--- src/verilog/frac_div_defs.svh ---
// offsets, field positions and reset values of the fractional divider config
`ifndef FRAC_DIV_DEFS_SVH
`define FRAC_DIV_DEFS_SVH

`define FDC_CFG_BYTES      8
`define FDC_ADDR_COMMIT    4'h7
`define FDC_ADDR_PHASE_LO  4'h8
`define FDC_ADDR_PHASE_HI  4'h9
`define FDC_BIT_PD         63
`define FDC_BIT_DIS        62
`define FDC_BIT_RST        61
`define FDC_BIT_ACC_RST    60
`define FDC_FRAC_MSB       59
`define FDC_FRAC_LSB       26
`define FDC_FRAC_SHADOW_MSB 55
`define FDC_HALF_MSB       25
`define FDC_HALF_LSB       9
`define FDC_FIRST_MSB      8
`define FDC_FIRST_RESET    9'h064
`define FDC_CFG_RESET      64'h0000_0000_0000_0064
`define FDC_SLOW_BIT_IN_HI 5

`endif

--- src/verilog/frac_div_pkg.sv ---
// types shared by the fractional divider config block
package frac_div_pkg;
  typedef logic [63:0] cfg_word_t;
  typedef logic [33:0] frac_t;
  typedef logic [8:0]  first_ratio_t;
  typedef logic [16:0] half_ratio_t;
  typedef logic [17:0] second_div_t;
  typedef logic [3:0]  byte_addr_t;
  typedef logic [7:0]  byte_t;
endpackage

--- src/verilog/fractional_divider_config.sv ---
// configuration register and control outputs of one fractional output divider
`timescale 1ns/100ps
`default_nettype none
`include "frac_div_defs.svh"

module fractional_divider_config
(
  // clock and reset
  input  wire logic                       REF_CLK_I,
  input  wire logic                       RST_B_I,
  // byte register port from the serial interface
  input  wire logic                       REG_WR_I,
  input  wire logic                       REG_RD_I,
  input  wire frac_div_pkg::byte_addr_t   REG_ADDR_I,
  input  wire frac_div_pkg::byte_t        REG_WDATA_I,
  output logic [7:0]                      REG_RDATA_O,
  // divider controls
  output logic                            FRAC_DIV_POWER_DOWN_O,
  output logic                            FRAC_DIV_DISABLE_O,
  output logic                            FRAC_DIV_RESET_O,
  output logic                            SIGMA_DELTA_ACC_RESET_O,
  output logic                            SLOW_FREQ_EN_O,
  // divider ratios
  output logic [33:0]                     FRAC_O,
  output logic [8:0]                      FIRST_STAGE_RATIO_O,
  output logic [17:0]                     SECOND_STAGE_DIV_O,
  output logic                            SECOND_STAGE_BYPASS_O,
  output logic                            RATIO_COMMIT_O
);
  import frac_div_pkg::*;

  ////////////////////////////////////////////////////////////////////////////
  // decode

  cfg_word_t    shadow;
  frac_t        act_frac;
  first_ratio_t act_first;
  logic         slow_freq_en;
  logic         commit;
  logic [7:0]   byte_hit;
  logic         phase_hi_hit;
  logic         cfg_sel;
  byte_t        cfg_byte;
  byte_t        phase_hi_byte;
  byte_t        next_rdata;
  half_ratio_t  half_ratio;

  assign commit        = REG_WR_I && (REG_ADDR_I == `FDC_ADDR_COMMIT);
  assign phase_hi_hit  = REG_WR_I && (REG_ADDR_I == `FDC_ADDR_PHASE_HI);
  assign cfg_sel       = (REG_ADDR_I < 4'(`FDC_CFG_BYTES));
  assign cfg_byte      = shadow[{REG_ADDR_I[2:0], 3'b000} +: 8];
  assign phase_hi_byte = byte_t'({slow_freq_en, 5'h00});
  assign next_rdata    = cfg_sel ? cfg_byte :
                         (REG_ADDR_I == `FDC_ADDR_PHASE_HI) ? phase_hi_byte : 8'h00;
  assign half_ratio    = shadow[`FDC_HALF_MSB:`FDC_HALF_LSB];

  ////////////////////////////////////////////////////////////////////////////
  // software-visible shadow, one byte per generate entry

  genvar b;
  generate
    for (b = 0; b < `FDC_CFG_BYTES; b++)
    begin : g_byte
      assign byte_hit[b] = REG_WR_I && (REG_ADDR_I == 4'(b));
      always_ff @(posedge REF_CLK_I or negedge RST_B_I)
      begin
        if (!RST_B_I)
          shadow[8*b +: 8] <= 8'(`FDC_CFG_RESET >> (8*b));
        else if (byte_hit[b])
          shadow[8*b +: 8] <= REG_WDATA_I;
      end
    end
  endgenerate

  ////////////////////////////////////////////////////////////////////////////
  // active ratio, loaded as one group on the commit byte

  // the commit byte carries fraction[33:30] itself, so it comes from the bus
  always_ff @(posedge REF_CLK_I or negedge RST_B_I)
  begin
    if (!RST_B_I)
    begin
      act_frac  <= 34'h0_0000_0000;
      act_first <= `FDC_FIRST_RESET;
    end
    else if (commit)
    begin
      act_frac  <= {REG_WDATA_I[3:0], shadow[`FDC_FRAC_SHADOW_MSB:`FDC_FRAC_LSB]};
      act_first <= shadow[`FDC_FIRST_MSB:0];
    end
  end

  always_ff @(posedge REF_CLK_I or negedge RST_B_I)
  begin
    if (!RST_B_I)
      RATIO_COMMIT_O <= 1'b0;
    else
      RATIO_COMMIT_O <= commit;
  end

  ////////////////////////////////////////////////////////////////////////////
  // phase register: only the low-frequency enable lives here

  always_ff @(posedge REF_CLK_I or negedge RST_B_I)
  begin
    if (!RST_B_I)
      slow_freq_en <= 1'b0;
    else if (phase_hi_hit)
      slow_freq_en <= REG_WDATA_I[`FDC_SLOW_BIT_IN_HI];
  end

  ////////////////////////////////////////////////////////////////////////////
  // read data, one cycle after the read strobe

  always_ff @(posedge REF_CLK_I or negedge RST_B_I)
  begin
    if (!RST_B_I)
      REG_RDATA_O <= 8'h00;
    else if (REG_RD_I)
      REG_RDATA_O <= next_rdata;
  end

  ////////////////////////////////////////////////////////////////////////////
  // outputs; controls act at once, the sequencing with reset is software's job

  assign FRAC_DIV_POWER_DOWN_O   = shadow[`FDC_BIT_PD];
  assign FRAC_DIV_DISABLE_O      = shadow[`FDC_BIT_DIS];
  assign FRAC_DIV_RESET_O        = shadow[`FDC_BIT_RST];
  assign SIGMA_DELTA_ACC_RESET_O = shadow[`FDC_BIT_ACC_RST];
  assign SLOW_FREQ_EN_O          = slow_freq_en;
  assign FRAC_O                  = act_frac;
  assign FIRST_STAGE_RATIO_O     = act_first;
  // second stage is outside the atomic group and follows its bytes directly
  assign SECOND_STAGE_DIV_O      = {half_ratio, 1'b0};
  assign SECOND_STAGE_BYPASS_O   = (half_ratio == 17'h0_0000);
endmodule
`default_nettype wire

--- config.mk ---
export PLATFORM = sky130hd
export DESIGN_NAME = fractional_divider_config
export DESIGN_NICKNAME = d
export VERILOG_FILES = /design/src/verilog/frac_div_pkg.sv /design/src/verilog/fractional_divider_config.sv
export VERILOG_INCLUDE_DIRS = /design/src /design/src/verilog
export SDC_FILE = /design/constraint.sdc
export NUM_CORES = 1
export LEC_CHECK = 0
export ABC_AREA = 1
export BUFFER_PORTS_ARGS = -buffer_cell sky130_fd_sc_hd__buf_2
export CAP_MARGIN = 20
export CORE_MARGIN = 1.5
export CORE_UTILIZATION = 35
export DETAILED_ROUTE_END_ITERATION = 8
export SETUP_SLACK_MARGIN = 0.5
export SLEW_MARGIN = 40
export SYNTH_ARGS = -nofsm -noshare
export SYNTH_HDL_FRONTEND = slang
export SYNTH_SLANG_ARGS = --single-unit
export TNS_END_PERCENT = 10
--- constraint.sdc ---
create_clock -name REF_CLK_I -period 1.2 [get_ports REF_CLK_I]
set_input_delay 0.24 -clock REF_CLK_I [delete_from_list [all_inputs] [get_ports REF_CLK_I]]
set_output_delay 0.24 -clock REF_CLK_I [all_outputs]
set_load 0.01 [all_outputs]
-- After elaboration in Yosys (flattened, before gate mapping)
Index checks and enable logic that the tools add are counted.
- $lt $le $gt $ge: 1
- shift-type cells: 1
- reduce and logical (&&, ||, !) cells: 11
- mux-type cells: 2
- equality and inequality tests: 8
- operator list (cell ; count):
    $shiftx 64x7->8 ; 1
    $logic_not 17->1 ; 1
    $eq 4x3->1 const B ; 4
    $logic_and 1x1->1 ; 9
    $eq 4x2->1 const B ; 2
    $mux 8 ; 1
    $mux 6 ; 1
    $eq 4x1->1 const B ; 1
    $eq 4x4->1 const B ; 1
    $logic_not 4->1 ; 1
    $lt 4x4->1 const B ; 1
- output and inout bits: 76
- register bits: 117
- input port bits: 16

-- Depth between registers and ports, before layout
- word-level depth: 3
- mapped depth: 12

-- Worst setup path after synthesis
Ideal clock, no wire load.
- kind: input to register
- start point: in REG_ADDR_I[0]
- end point: reg REG_RDATA_O[0]
- path slack: -0.029 ns
- path buffers: 3
- stages: 12
- arrival: 1.164 ns
- data required time: 1.135 ns
- cell sequence: buf_4 > inv_2 > buf_4 > buf_4 > nand2_1 > nand2_1 > nand2_1 > nand2_1 > nand2_1 > nand2_1 > nand2_1 > nand2_1
- word-level cells in the longest chain between the ends: 2
- ends and longest elaborated chain (item ; line ; text):
    start: declaration ; fractional_divider_config.sv:14 ; input wire frac_div_pkg::byte_addr_t REG_ADDR_I,
    $shiftx 64x7->8 / $lt 4x4->1 (equally long branches) ; fractional_divider_config.sv:51, fractional_divider_config.sv:50 ;
    $mux 8 (*) ; fractional_divider_config.sv:53 ; assign next_rdata = cfg_sel ? cfg_byte :
    end signal: assignment ; fractional_divider_config.sv:120 ; REG_RDATA_O <= next_rdata;
    end: declaration ; fractional_divider_config.sv:16 ; output logic [7:0] REG_RDATA_O,
Every way passes the cells marked *; elsewhere a longest branch is shown, timed or not.
A chain may end at the register's enable or synchronous reset.

-- Worst setup path after layout
- start point: reg shadow[19] (netlist: SECOND_STAGE_DIV_O[11])
- end point: out SECOND_STAGE_BYPASS_O
- word-level cells in the longest chain between the ends: 1
- ends and longest elaborated chain (item ; line ; text):
    start: declaration ; fractional_divider_config.sv:35 ; cfg_word_t shadow;
    start signal: indexed assignment ; fractional_divider_config.sv:68 ; shadow[8*b +: 8] <= 8'(`FDC_CFG_RESET >> (8*b));
    $logic_not 17->1 ; fractional_divider_config.sv:135 ; assign SECOND_STAGE_BYPASS_O = (half_ratio == 17'h0_0000);
    end: declaration ; fractional_divider_config.sv:27 ; output logic SECOND_STAGE_BYPASS_O,
No other way between the ends.

==> flow_summary_export.csv <==
group,metric,value,unit
layout,area_used_by_multi_input_combinational_logic,0.002237,sq mm
layout,antenna-diode-count,0,
critical_path,endpoint_required_time_on_the_critical_path,0.96,ns
layout,postLayoutCoreUtil,0.4988,
global_routing,grtUsageTotal,0.2024,
critical_path,biggest_fanout_along_the_worst_timing_path,2,
global_routing,antenna_found_initial,0,
power_and_ir_drop,part_of_the_power_in_the_clock_network,0.371,
critical_path,timing.critical_path.cells,"nor3_2 -> nand3_1 -> nor3b_2 -> buf_2",
clock_network,clock_tree.htree_level_count,4,
clock_network,worst_case_clock_buffer_depth,2,
critical_path,worst_ep_arrival_time,1.46,ns
synthesis,synth_top_cell_by_area,"dfrtp_1",
power_and_ir_drop,combPwrFrac,0.247,
clock_network,cts_tree,"done",
flow_run,cap_viol_max_count,0,
floorplan,die_w,126.2,um
synthesis,synthMostInstantiatedCell,"nand2_1",
power_and_ir_drop,ir_drop,886.6,uV
synthesis,syn-cell-area,0.005314,sq mm
route,detailroute.via_count,4525,
synthesis,synthesis.instances,635,
outcome,failing_checks,"negative hold slack, negative setup slack",
synthesis,synth_sequential_area_ratio,0.5336,
critical_path,cp_num_buf_inv,1,
clock_network,clk_latency,0.42,ns
route,detail_route.wl_per_cell,16.03,um
route,routed_wirelength,15080,um
global_routing,grt_first_pass_wirelength,24580,um
synthesis,synth_ff_type,"dfrtp_1",
power_and_ir_drop,power.switching,4146,uW
min_path,hold_class,"primary input to async pin",
outcome,outcome,"complete, but fails checks",
timing,clock.fmax,587.4,MHz
critical_path,crit_type,"flop to output pin",
placement,place.port_buffers,90,
critical_path,path_delay_family,"simple AND/OR/NAND/NOR gates",
route,drt.antenna.violating_nets,0,
synthesis,synthesis.area_per_instance,8.368,sq um
route,number_of_drc_violations_after_detailed_routing,0,
synthesis,synth-async-reset-ratio,1.000,
global_routing,remaining_global_route_overflow,0,
placement,place_congestion,0.8690,
synthesis,synth_top_cells_by_count,"nand2_1, dfrtp_1, o21ai_0",
synthesis,postSynthNetCount,651,
route,dr.pass1.iters,4,
synthesis,synth_top_cell_area_share,0.5039,
critical_path,crit_path_top_delay_cell,"dfrtp_1",
synthesis,yosys_warnings,0,
global_routing,grt_start_max_net_pins,39,
synthesis,ys_seq_elements,113,
timing,timing_max_transition_violations_final,0,
route,vias_per_cell,4.809,
clock_network,cts-buffers-inserted,17,
timing,fin_ws,-0.5025,ns
floorplan,fp.coreArea,0.01470,sq mm
layout,finalNetCount,760,
layout,final-seq-area,0.002835,sq mm
clock_network,clk_pin_slew_worst_paths,0.05,ns
timing,min_period_over_period,1.419,
clock_network,ctsRootBufferMaster,"clkbuf_16",
timing,timing.max_slew.rel_slack,0.6388,
critical_path,critical_path.startpoint_type,"flop",
power_and_ir_drop,leakagePower,0.003788,uW
power_and_ir_drop,power_density,1883,mW/mm^2
global_routing,grt_pass1_vias,4655,
critical_path,critPathCaptureType,"output pin",
timing,final_hold_viol_count,24,
floorplan,initial_core_util,0.3615,
power_and_ir_drop,switching_share,0.3003,
synthesis,ys_types,26,
floorplan,design.die.area,0.01593,sq mm
timing,skew,0.005480,ns
timing,max_slew.worst_pin.slew,0.5411,ns
clock_network,clkSinkCount,113,
timing,setup-violations-final,31,
placement,post-dp-hpwl,10790,um
layout,layout_overhead_on_the_synthesized_area,37.98,%
placement,pre_cts_slack,-0.1643,ns
synthesis,ys_top_cells_by_area,"dfrtp_1, nand2_1, o21ai_0",
layout,layout_cells_sized_above_1,0.3950,
timing,fin_crit,1.703,ns
route,drt_iter0_markers,340,
power_and_ir_drop,power.internal,9658,uW
critical_path,crit_path_max_incr_delay,0.40,ns
timing,finalSetupTns,-2.546,ns
timing,hold_ws,-0.2955,ns
synthesis,synth-edff-count,0,
floorplan,chipHeight,126.2,um
power_and_ir_drop,seq_power_share,0.382,
floorplan,fp-row-count,44,
floorplan,io-pin-count,92,
timing,grt_setup_unrepaired,"true",
layout,filler_instances,1339,
[layout by cell type, fill, tap and decap left out, types with 2 or more instances in the layout]
master,netlist,routed
or2_2,4,4
buf_16,0,2
buf_2,8,62
buf_6,8,51
nand3_1,9,5
inv_1,44,43
nor2_1,15,14
clkinv_2,0,6
nor2_4,2,3
o21ai_1,11,48
clkbuf_8,0,3
clkinvlp_4,0,2
nand3_2,2,4
buf_4,26,13
o21ai_2,30,48
bufinv_16,0,3
inv_8,0,2
dfstp_2,6,6
buf_12,0,7
nand2_4,1,6
nand2_2,0,46
o21ai_0,62,7
buf_8,0,3
nand3_4,0,2
clkbuf_16,0,17
nand2_1,283,231
dfrtp_1,107,107
[area by class of cell]
cell class,instances,share of cell area
clock buffers,21,0.06416
clock inverters,11,0.01843
inverters,47,0.02645
multi-input cells,426,0.3051
flip-flops and latches,113,0.3867
well taps,184,0.03140
repair buffers,139,0.1677
[flip-flops by register name, indices dropped and copies added (netlist names)]
register,count
SECOND_STAGE_DIV_O,17
RATIO_COMMIT_O,1
SIGMA_DELTA_ACC_RESET_O,1
FRAC_O,30
FIRST_STAGE_RATIO_O,9
REG_RDATA_O,8
FRAC_DIV_POWER_DOWN_O,1
shadow,43
SLOW_FREQ_EN_O,1
FRAC_DIV_RESET_O,1
FRAC_DIV_DISABLE_O,1
[metal layers]
layer  up-vias  global-route usage  routed length, um
met2       129              0.3226               7261
met5         -                   0                  0
li1       2190                   -                  -
met3        29             0.05098                699
met1      2177              0.2586               6707
met4         0             0.09804                414
[repair_timing]
| item | in CTS | in global routing |
|---|---|---|
| gates cloned | 0 | 0 |
| gates resized for setup | 156 | 57 |
| pin swaps | 47 | 23 |
| setup buffers | 2 | 0 |
| setup endpoints to repair | 188 | 187 |
| endpoints found under the hold margin | 15 | 15 |
[per-stage QoR]
step | hold WS, ns | total power, uW | area, sq um | cells
floorplan | -0.05559 | 6893 | 5366 | 635
global placement | 0.1340 | 8029 | 6091 | 907
detailed placement | 0.1429 | 8108 | 6091 | 907
CTS | -0.3016 | 13750 | 7138 | 941
global route | -0.2915 | 14530 | 7332 | 941
finish | -0.2955 | 13800 | 7332 | 941
[final timing paths]
check	start	end	slack, ns	cells after the start
max	SECOND_STAGE_DIV_O[11]	SECOND_STAGE_BYPASS_O	-0.50	4
min	RST_B_I	FRAC_O[27]	-0.30	1
max reg2reg	SECOND_STAGE_DIV_O[11]	REG_RDATA_O[3]	-0.01	10
min reg2reg	FRAC_O[12]	FRAC_O[12]	0.47	2
max in group asynchronous	RST_B_I	FRAC_O[10]	0.88	2
min in group REF_CLK_I	REG_WDATA_I[6]	shadow[46]	0.08	3
[power groups by stage]
stage	logic (uW)	registers (uW)	clock network, uW
after global placement	2810	5220	0
after global routing	3780	5370	5390
final	3410	5270	5120
after detailed placement	2870	5230	0
after floorplan	1560	5330	0
after CTS	3310	5240	5200
[kinds of logic (layout without fill, tap and decap cells)]
logic type | after synthesis | count (layout) | synth area share
and+or+nand+nor | 322 | 322 | 0.2477
other | 1 | 1 | 0.0007057
buffers and inverters | 96 | 218 | 0.09984
AOI/OAI and AO/OA | 103 | 103 | 0.1182
DFF | 113 | 113 | 0.5336
Note: power is estimated with default switching activity, not from simulation.
